## src/pkg/vicrb_regs.vh

```
// Purpose: register map, field positions and reset values of the
//          vectored interrupt controller read-back section
// Assumes: 12-bit byte address, one aligned 32-bit word per register
// Notes:   definitions only
`ifndef VICRB_REGS_VH
`define VICRB_REGS_VH

`define VICRB_AW 12
`define VICRB_NSRC 32
`define VICRB_PRIO_BASE 12'h000
`define VICRB_SVR_BASE 12'h080
`define VICRB_NVR_OFF 12'h100
`define VICRB_FVR_OFF 12'h104
`define VICRB_CSS_OFF 12'h108
`define VICRB_PEND_OFF 12'h10C
`define VICRB_ENA_OFF 12'h110
`define VICRB_CLS_OFF 12'h114
`define VICRB_ENCMD_OFF 12'h120
`define VICRB_SPUR_OFF 12'h134
`define VICRB_EVST_OFF 12'h150
`define VICRB_EVMSK_OFF 12'h154
`define VICRB_VEC_RESET 32'h0000_0000
`define VICRB_PRIO_W 3
`define VICRB_FAST_SRC 5'h00
`define VICRB_CLS_FAST_BIT 0
`define VICRB_CLS_NORM_BIT 1
`define VICRB_EV_SPUR_BIT 0
`define VICRB_EV_NORM_BIT 1
`define VICRB_EV_FAST_BIT 2
`define VICRB_EV_W 3

`endif

```

## src/design/vicrb_vector_mem.v

```verilog
// Purpose: 32-entry store of per-source handler vectors
// Assumes: one write port, one read port with registered read data
// Notes:   reset clears every entry so unprogrammed reads give zero
`include "vicrb_regs.vh"
`default_nettype none

module vicrb_vector_mem (
  // clock, reset, enable
  input wire ref_clk,
  input wire reset,
  input wire ce,
  // write port
  input wire wr_en,
  input wire [4:0] wr_idx,
  input wire [31:0] wr_data,
  // read port
  input wire [4:0] rd_idx,
  output reg [31:0] rd_q
);

  reg [31:0] vec_mem [0:`VICRB_NSRC-1];
  integer i;

  always @(posedge ref_clk) begin
    if (reset) begin
      for (i = 0; i < `VICRB_NSRC; i = i + 1) begin
        vec_mem[i] <= `VICRB_VEC_RESET;
      end
      rd_q <= `VICRB_VEC_RESET;
    end else if (ce) begin
      if (wr_en) begin
        vec_mem[wr_idx] <= wr_data;
      end
      rd_q <= vec_mem[rd_idx];
    end
  end

endmodule
`default_nettype wire

```

## src/design/vicrb_top.v

```verilog
// Purpose: vector read-back, status, pending and enable registers of a
//          32-source vectored interrupt controller, driving the core's
//          active-low normal and fast request lines
// Assumes: sources are asynchronous high-level requests; plain register
//          port with read data one cycle after the read strobe
// Notes:   source 0 is the fast source and takes no priority
//
// The placing of the registers and strobed register access were decided locally.
`include "vicrb_regs.vh"
`default_nettype none

module vicrb_top (
  // clock, reset, enable
  input wire ref_clk,
  input wire reset,
  input wire ce,
  // register port
  input wire [11:0] reg_addr,
  input wire [31:0] reg_wdata,
  input wire reg_wr,
  input wire reg_rd,
  output wire [31:0] reg_rdata,
  // interrupt sources
  input wire [31:0] src_req,
  // core request lines
  output reg core_normal_request_n,
  output reg core_fast_request_n,
  // event interrupt
  output wire irq
);

  // source request synchroniser
  reg [31:0] src_meta_reg;
  reg [31:0] pending_reg;

  // register state
  reg [31:0] enabled_reg;
  reg [31:0] spurious_vector_reg;
  reg [`VICRB_NSRC*`VICRB_PRIO_W-1:0] prio_reg;
  reg [4:0] current_source_number_reg;
  reg [`VICRB_EV_W-1:0] ev_status_reg;
  reg [`VICRB_EV_W-1:0] ev_mask_reg;

  // read path
  reg [31:0] rdata_reg;
  reg rvalid_reg;
  reg use_mem_reg;
  reg [4:0] mem_rd_idx;
  wire [31:0] mem_q;

  // selection
  reg [4:0] best_idx;
  reg [2:0] best_prio;
  reg best_found;
  reg [4:0] cand;
  integer k;

  wire [31:0] active = pending_reg & enabled_reg;
  wire fast_active = active[0];

  // address decode; windows compared on their upper five bits only
  localparam [11:0] SVR_BASE = `VICRB_SVR_BASE;
  localparam [11:0] PRIO_BASE = `VICRB_PRIO_BASE;
  wire in_svr = (reg_addr[11:7] == SVR_BASE[11:7]);
  wire in_prio = (reg_addr[11:7] == PRIO_BASE[11:7]);
  wire [4:0] word_idx = reg_addr[6:2];
  wire rd_nvr = reg_rd && (reg_addr == `VICRB_NVR_OFF);
  wire rd_fvr = reg_rd && (reg_addr == `VICRB_FVR_OFF);

  // highest level wins; on a tie the lower source number
  always @* begin
    best_idx = 5'h00;
    best_prio = 3'h0;
    best_found = 1'b0;
    cand = 5'h00;
    for (k = 1; k < `VICRB_NSRC; k = k + 1) begin
      cand = k[4:0];
      if (active[k] && (!best_found ||
          prio_reg[k*`VICRB_PRIO_W +: `VICRB_PRIO_W] > best_prio)) begin
        best_found = 1'b1;
        best_idx = cand;
        best_prio = prio_reg[k*`VICRB_PRIO_W +: `VICRB_PRIO_W];
      end
    end
  end

  // memory read index: vector reads pick the entry on the read cycle
  always @* begin
    mem_rd_idx = word_idx;
    if (rd_nvr) begin
      mem_rd_idx = best_idx;
    end else if (rd_fvr) begin
      mem_rd_idx = `VICRB_FAST_SRC;
    end
  end

  vicrb_vector_mem u_mem (
    .ref_clk(ref_clk),
    .reset(reset),
    .ce(ce),
    .wr_en(reg_wr && in_svr),
    .wr_idx(word_idx),
    .wr_data(reg_wdata),
    .rd_idx(mem_rd_idx),
    .rd_q(mem_q)
  );

  // two flops before any logic reads the source pins
  always @(posedge ref_clk) begin
    if (reset) begin
      src_meta_reg <= 32'h0000_0000;
      pending_reg <= 32'h0000_0000;
    end else if (ce) begin
      src_meta_reg <= src_req;
      pending_reg <= src_meta_reg;
    end
  end

  // core lines, active low
  always @(posedge ref_clk) begin
    if (reset) begin
      core_normal_request_n <= 1'b1;
      core_fast_request_n <= 1'b1;
    end else if (ce) begin
      core_normal_request_n <= ~best_found;
      core_fast_request_n <= ~fast_active;
    end
  end

  // writable state; read-only offsets fall through untouched
  always @(posedge ref_clk) begin
    if (reset) begin
      enabled_reg <= 32'h0000_0000;
      spurious_vector_reg <= `VICRB_VEC_RESET;
      prio_reg <= {(`VICRB_NSRC*`VICRB_PRIO_W){1'b0}};
      ev_mask_reg <= {`VICRB_EV_W{1'b0}};
    end else if (ce && reg_wr) begin
      if (reg_addr == `VICRB_ENCMD_OFF) begin
        enabled_reg <= enabled_reg | reg_wdata;
      end
      if (reg_addr == `VICRB_SPUR_OFF) begin
        spurious_vector_reg <= reg_wdata;
      end
      if (reg_addr == `VICRB_EVMSK_OFF) begin
        ev_mask_reg <= reg_wdata[`VICRB_EV_W-1:0];
      end
      if (in_prio) begin
        prio_reg[word_idx*`VICRB_PRIO_W +: `VICRB_PRIO_W] <=
          reg_wdata[`VICRB_PRIO_W-1:0];
      end
    end
  end

  // current source follows the normal vector read
  always @(posedge ref_clk) begin
    if (reset) begin
      current_source_number_reg <= 5'h00;
    end else if (ce && rd_nvr && best_found) begin
      current_source_number_reg <= best_idx;
    end
  end

  // events; a new event in the clearing cycle survives the clear
  wire [`VICRB_EV_W-1:0] ev_set;
  assign ev_set[`VICRB_EV_SPUR_BIT] = rd_nvr && !best_found;
  assign ev_set[`VICRB_EV_NORM_BIT] = best_found && core_normal_request_n;
  assign ev_set[`VICRB_EV_FAST_BIT] = fast_active && core_fast_request_n;

  always @(posedge ref_clk) begin
    if (reset) begin
      ev_status_reg <= {`VICRB_EV_W{1'b0}};
    end else if (ce) begin
      if (reg_wr && reg_addr == `VICRB_EVST_OFF) begin
        ev_status_reg <= (ev_status_reg & ~reg_wdata[`VICRB_EV_W-1:0])
          | ev_set;
      end else begin
        ev_status_reg <= ev_status_reg | ev_set;
      end
    end
  end

  assign irq = |(ev_status_reg & ev_mask_reg);

  // read data: memory path or register path, one cycle later
  always @(posedge ref_clk) begin
    if (reset) begin
      rdata_reg <= 32'h0000_0000;
      rvalid_reg <= 1'b0;
      use_mem_reg <= 1'b0;
    end else if (ce) begin
      rvalid_reg <= reg_rd;
      use_mem_reg <= 1'b0;
      rdata_reg <= 32'h0000_0000;
      if (reg_rd) begin
        if (in_svr) begin
          use_mem_reg <= 1'b1;
        end else if (in_prio) begin
          rdata_reg <= {29'h0000_0000,
            prio_reg[word_idx*`VICRB_PRIO_W +: `VICRB_PRIO_W]};
        end else begin
          case (reg_addr)
            `VICRB_NVR_OFF: begin
              if (best_found) begin
                use_mem_reg <= 1'b1;
              end else begin
                rdata_reg <= spurious_vector_reg;
              end
            end
            `VICRB_FVR_OFF: begin
              if (fast_active) begin
                use_mem_reg <= 1'b1;
              end else begin
                rdata_reg <= spurious_vector_reg;
              end
            end
            `VICRB_CSS_OFF: begin
              rdata_reg <= {27'h000_0000, current_source_number_reg};
            end
            `VICRB_PEND_OFF: rdata_reg <= pending_reg;
            `VICRB_ENA_OFF: rdata_reg <= enabled_reg;
            `VICRB_CLS_OFF: begin
              rdata_reg <= {30'h0000_0000, ~core_normal_request_n,
                ~core_fast_request_n};
            end
            `VICRB_SPUR_OFF: rdata_reg <= spurious_vector_reg;
            `VICRB_EVST_OFF: begin
              rdata_reg <= {29'h0000_0000, ev_status_reg};
            end
            `VICRB_EVMSK_OFF: begin
              rdata_reg <= {29'h0000_0000, ev_mask_reg};
            end
            default: rdata_reg <= 32'h0000_0000;
          endcase
        end
      end
    end
  end

  // zero outside the answer cycle
  assign reg_rdata = !rvalid_reg ? 32'h0000_0000 :
                     use_mem_reg ? mem_q : rdata_reg;

endmodule
`default_nettype wire

```

## config.mk

```make
export PLATFORM = sky130hd
export DESIGN_NAME = vicrb_top
export DESIGN_NICKNAME = d
export VERILOG_FILES = /design/src/design/vicrb_vector_mem.v /design/src/design/vicrb_top.v
export VERILOG_INCLUDE_DIRS = /design/src /design/src/pkg
export SDC_FILE = /design/constraint.sdc
export NUM_CORES = 2
export LEC_CHECK = 0
export BUFFER_PORTS_ARGS = -buffer_cell sky130_fd_sc_hd__clkbuf_2
export CORE_MARGIN = 2
export CORE_UTILIZATION = 55
export CTS_CLUSTER_SIZE = 25
export DETAILED_ROUTE_END_ITERATION = 7
export GPL_TIMING_DRIVEN = 0
export PLACE_DENSITY_LB_ADDON = 0.3
export SLEW_MARGIN = 25
export SYNTH_ARGS = -nofsm -noshare
export SYNTH_HDL_FRONTEND = slang
export SYNTH_SLANG_ARGS = --single-unit
```

## constraint.sdc

```tcl
create_clock -name ref_clk -period 51.1 [get_ports ref_clk]
set_input_delay 10.22 -clock ref_clk [delete_from_list [all_inputs] [get_ports ref_clk]]
set_output_delay 10.22 -clock ref_clk [all_outputs]
set_load 0.03 [all_outputs]
```

==> results <==
- The critical register-to-register path startpoint is pending_reg[1].
- The routed layout has 50000 vias.
- The initial DRC count is 7250.
- After technology mapping, the gate count stands at ~5900.
- The class of the most critical hold timing path is reg -> reg.
- Of the total power, the clock network draws 0.410.
- The maximum fanout along the worst path is 11.
- Of the post-synthesis cell area, the dominant cell type holds 0.478.
- The startpoint identified for the worst hold timing path is spurious_vector_reg[9].
- The core region is roughly 120000 µm².
- The number of antenna violations at the first check in global routing is 28.
- The share of the Yosys chip area taken by registers is 0.573.
- CTS saw approximately 1300 sinks.
- The power density over the cells is 33.1 nW/µm².
- The logic depth of the worst register-to-register path is 231.
- Entering global routing, the biggest net connects 33 pins.
- The net count of the finished layout is 6315.
- The average instance area after synthesis is around 11 µm².
- The register bit total from synthesis is 1327.
- Of the cells placed in the final design, the portion with a size suffix greater than 1 is 0.108.
- The hold buffer count at CTS is 0.
- The library cells used most frequently in the layout, excluding fill and tap cells, are and2_1, edfxtp_1, nand2_1.
- The maximum frequency from static timing analysis is 20.7 MHz.
- The effective utilization at floorplan is 0.554.
- The register with the most flip-flops in the layout has 1024 of them.
- The area share of fa/ha/maj cells after synthesis is 0.0140.
- The number of detailed-routing iterations run before antenna repair is 8.
- The total routing usage reported by global routing is 0.365.
- The number of global-route vias before repair came to roughly 47000.
- The arrival time of data at the critical path endpoint is 48970 ps.
- The worst setup path is captured at a register.
- The placed instances occupy a cell area of 66800 µm².
- The width of the chip is between 300 and 400 µm.
- The height of the chip is 346 µm.
- The final number of max-transition violations is 0.
- The number of buffers on the longest clock path is 3.
- After detailed routing, the average wire length per cell comes to 28.7 µm.
- The global route total overflow is 0.
- The insertion delay to the later sink of the worst-skew pair is 780 ps.
- The switching part of the total power is 0.251.
- After detailed routing, the total wire length is approximately 220000 µm.
- The number of buffers created by CTS is 138.
- The H-tree depth reported by CTS is 4.
- The area of the die is 120000 µm².
- CTS placed an instance of clkbuf_16 at the clock tree root.
- The synthesis-to-finish area growth is 12.5%.
- Counting instances, the worst hold path has a depth of 2.
- The delay of the slowest cell on the worst path is ~560 ps.
- The sequential fraction of design power is 0.510.
- Data on the critical path is required at its endpoint by 51750 ps.
- The share of async-settable or async-resettable flops after synthesis is 0.
- Tracing the worst setup path back leads to its startpoint at pending_reg[1].
- The first global-routing pass estimated 316000 µm of wire.
- Once detailed placement completed, the half-perimeter wirelength came to 162000 µm.
- The detail route stage leaves a number of antenna-violating nets equal to 0.
- The fraction of the mapped netlist area in compound gates is 0.102.
- The number of placement rows is 125.
- Setup violations remaining at the end of the flow were counted as 0.
- The leakage power summed over all cells is 0.0264 µW.
- Of the total synthesized cell area, the portion taken by XOR and XNOR cells is 0.000545.
- The largest total area in the synthesized netlist belongs to edfxtp_1.
- After the flow finishes, the layout carries non-filler instances totaling 7820.
- The setup check on the worst reg-to-reg path leaves a slack of 2780 ps.
- By instance count, the cell type seen most on the critical path is ha_1.
- The number of endpoints with negative hold slack in the final report was 0.
- The number of warnings printed during yosys synthesis is 0.
- The analysis attributes to net switching a power of 602 µW.
- By area the synthesized netlist is led by edfxtp_1, and2_1, dfxtp_1.
- Counting tap cells, the placed design contains a total of 7533 instances.
- The final design instance area without fill is 72300 µm².
- The worst hold path terminates at spurious_vector_reg[9].
- The combined area of all synthesized cells is 64300 µm².
- The worst slew margin relative to its limit is 0.208.
- The most common cell after layout, fill and taps aside is and2_1.
- The setup total negative slack is 0 ps.
- The share of the clock period used by the worst path after layout is 0.946.
- At the pin with the least slew margin, the transition time is 1190 ps.
- The flow ran to the end, and the final reports show no timing, DRC or antenna violations.
- Of the total power, combinational logic draws 0.080.
- The number of max-capacitance violations reported is 0.
- The library cell contributing the largest single delay on the critical path is nor4_2.
- After clock tree synthesis, the clock-pin slew on the worst setup and hold paths is 60 ps.
- The main combinational cell family by area after synthesis is simple AND/OR/NAND/NOR gates.
- The startpoint-to-endpoint class of the critical path is reg -> reg.
- The end of the worst register-to-register path is u_mem.rd_q[31].
- The global placer's final weighted congestion is 1.01.
- The number of nets handed over by synthesis was 6045.
- The worst clock skew is 25.9 ps.
- The count of port buffers added during placement is 114.
- The count of flip-flops with a built-in enable after synthesis is between 1000 and 1500.
- The internal power of the cells totals between 1500 and 2000 µW.
- The most used flip-flop cell after synthesis is edfxtp_1.
- The count of cell types in the netlist is between 90 and 100.
- The TritonCTS clock tree is done.
- The post-route DRC violation count is 0.
- The top-level port count is 116.
- After synthesis, the share of cell area in mux cells is 0.0721.
- VDD sags by at most 0.0336 mV.
- The worst path in the final design needs a cycle of 48320 ps, including I/O delays and setup.
- The startpoint type of the worst setup path is a register.
- The area share of and/or/nand/nor cells after synthesis is 0.201.
- Using the TritonRoute via totals, the vias-per-cell ratio works out to 6.40.
-- routing by layer --
metal | part of all wire | global-route usage | vias to the layer above
met5 | 0.00043 | 0 | -
met4 | 0.062 | 0.197 | 16
met3 | 0.13 | 0.111 | 640
met2 | 0.43 | 0.541 | 3233
met1 | 0.37 | 0.482 | 24500
li1 | - | - | 21600
-- worst max path at each step --
stage                           to  slack (ps)
global route        u_mem.rd_q[26]        -160
CTS                 u_mem.rd_q[28]         110
finish              u_mem.rd_q[31]        2780
floorplan           u_mem.rd_q[18]        8850
detailed placement   u_mem.rd_q[0]       -2360
global placement    u_mem.rd_q[28]       -1880
-- layout make-up --
| class | instances | area [µm²] |
|---|---|---|
| Sequential cell | 1327 | 36800 |
| Clock inverter | 75 | 652 |
| Buffer | 493 | 2090 |
| Timing Repair Buffer | 135 | 761 |
| Multi-Input combinational cell | 3962 | 26000 |
| Clock buffer | 179 | 3680 |
| Fill cell | 9327 | 43700 |
| Antenna cell | 19 | 47.5 |
| Tap cell | 1524 | 1910 |
| Inverter | 106 | 398 |
-- worst max-delay path: cells and delay by family (launching register included) --
| kind | cells | cell delay [ps] |
|---|---|---|
| compound gates | 127 | 26300 |
| fa+ha+maj | 31 | 8820 |
| buf+inv | 12 | 2120 |
| flops | 1 | 460 |
| mux | 5 | 1530 |
| simple gates | 56 | 8820 |
-- cell families (layout without fill, tap and decap cells) --
logic type               after synthesis  after routing
multiplexers                         432            432
adder cells (fa/ha/maj)               72             72
AND/OR/NAND/NOR                     2501           2501
AO/OA/AOI/OAI                        953            953
flip-flops                          1327           1327
XOR/XNOR                               4              4
other                                  0             19
buffers and inverters                604            988
-- per-stage QoR --
stage | util | worst slack, ps | power [µW] | hold WS (ps)
final | 0.623 | 2780 | 2400 | 456
after global routing | 0.623 | -158 | 2440 | 475
after CTS | 0.618 | 107 | 2380 | 454
after detailed placement | 0.576 | -2360 | 1420 | 446
after global placement | 0.575 | -1880 | 1410 | 441
after floorplan | - | 8850 | 1330 | 436
-- timing repair --
item	CTS	global route
endpoints found under the setup margin	32	37
setup buffers	1	18
cloned	0	0
gates resized for setup	112	114
pin swaps	5	33
-- cell usage after synthesis (19+ instances only) --
cell type,number
inv_1,105
a211oi_1,45
mux2i_1,401
nand3_1,248
mux4_2,24
a21o_1,19
buf_4,22
and2_1,1064
a222oi_1,34
ha_1,71
and3_1,24
buf_2,58
nor2b_1,46
dfxtp_1,303
nor2_1,276
clkbuf_1,391
o21ai_0,80
buf_1,20
o21bai_1,39
nor3_1,23
a311oi_1,33
a221oi_1,36
a31oi_1,52
o22ai_1,56
o221ai_1,36
o31ai_1,64
edfxtp_1,1024
nand2_1,711
a21oi_1,296
a32oi_1,37
or2_2,38
o2111ai_1,33
-- power groups by stage --
stage	clock, µW	sequential, µW	combinational, µW
3_5_place_dp	0	1240	174
2_1_floorplan	0	1240	94.2
5_1_grt	1020	1230	196
3_3_place_gp	0	1240	171
6_report	982	1220	192
4_1_cts	979	1220	181
(Power assumes the default switching activity.)
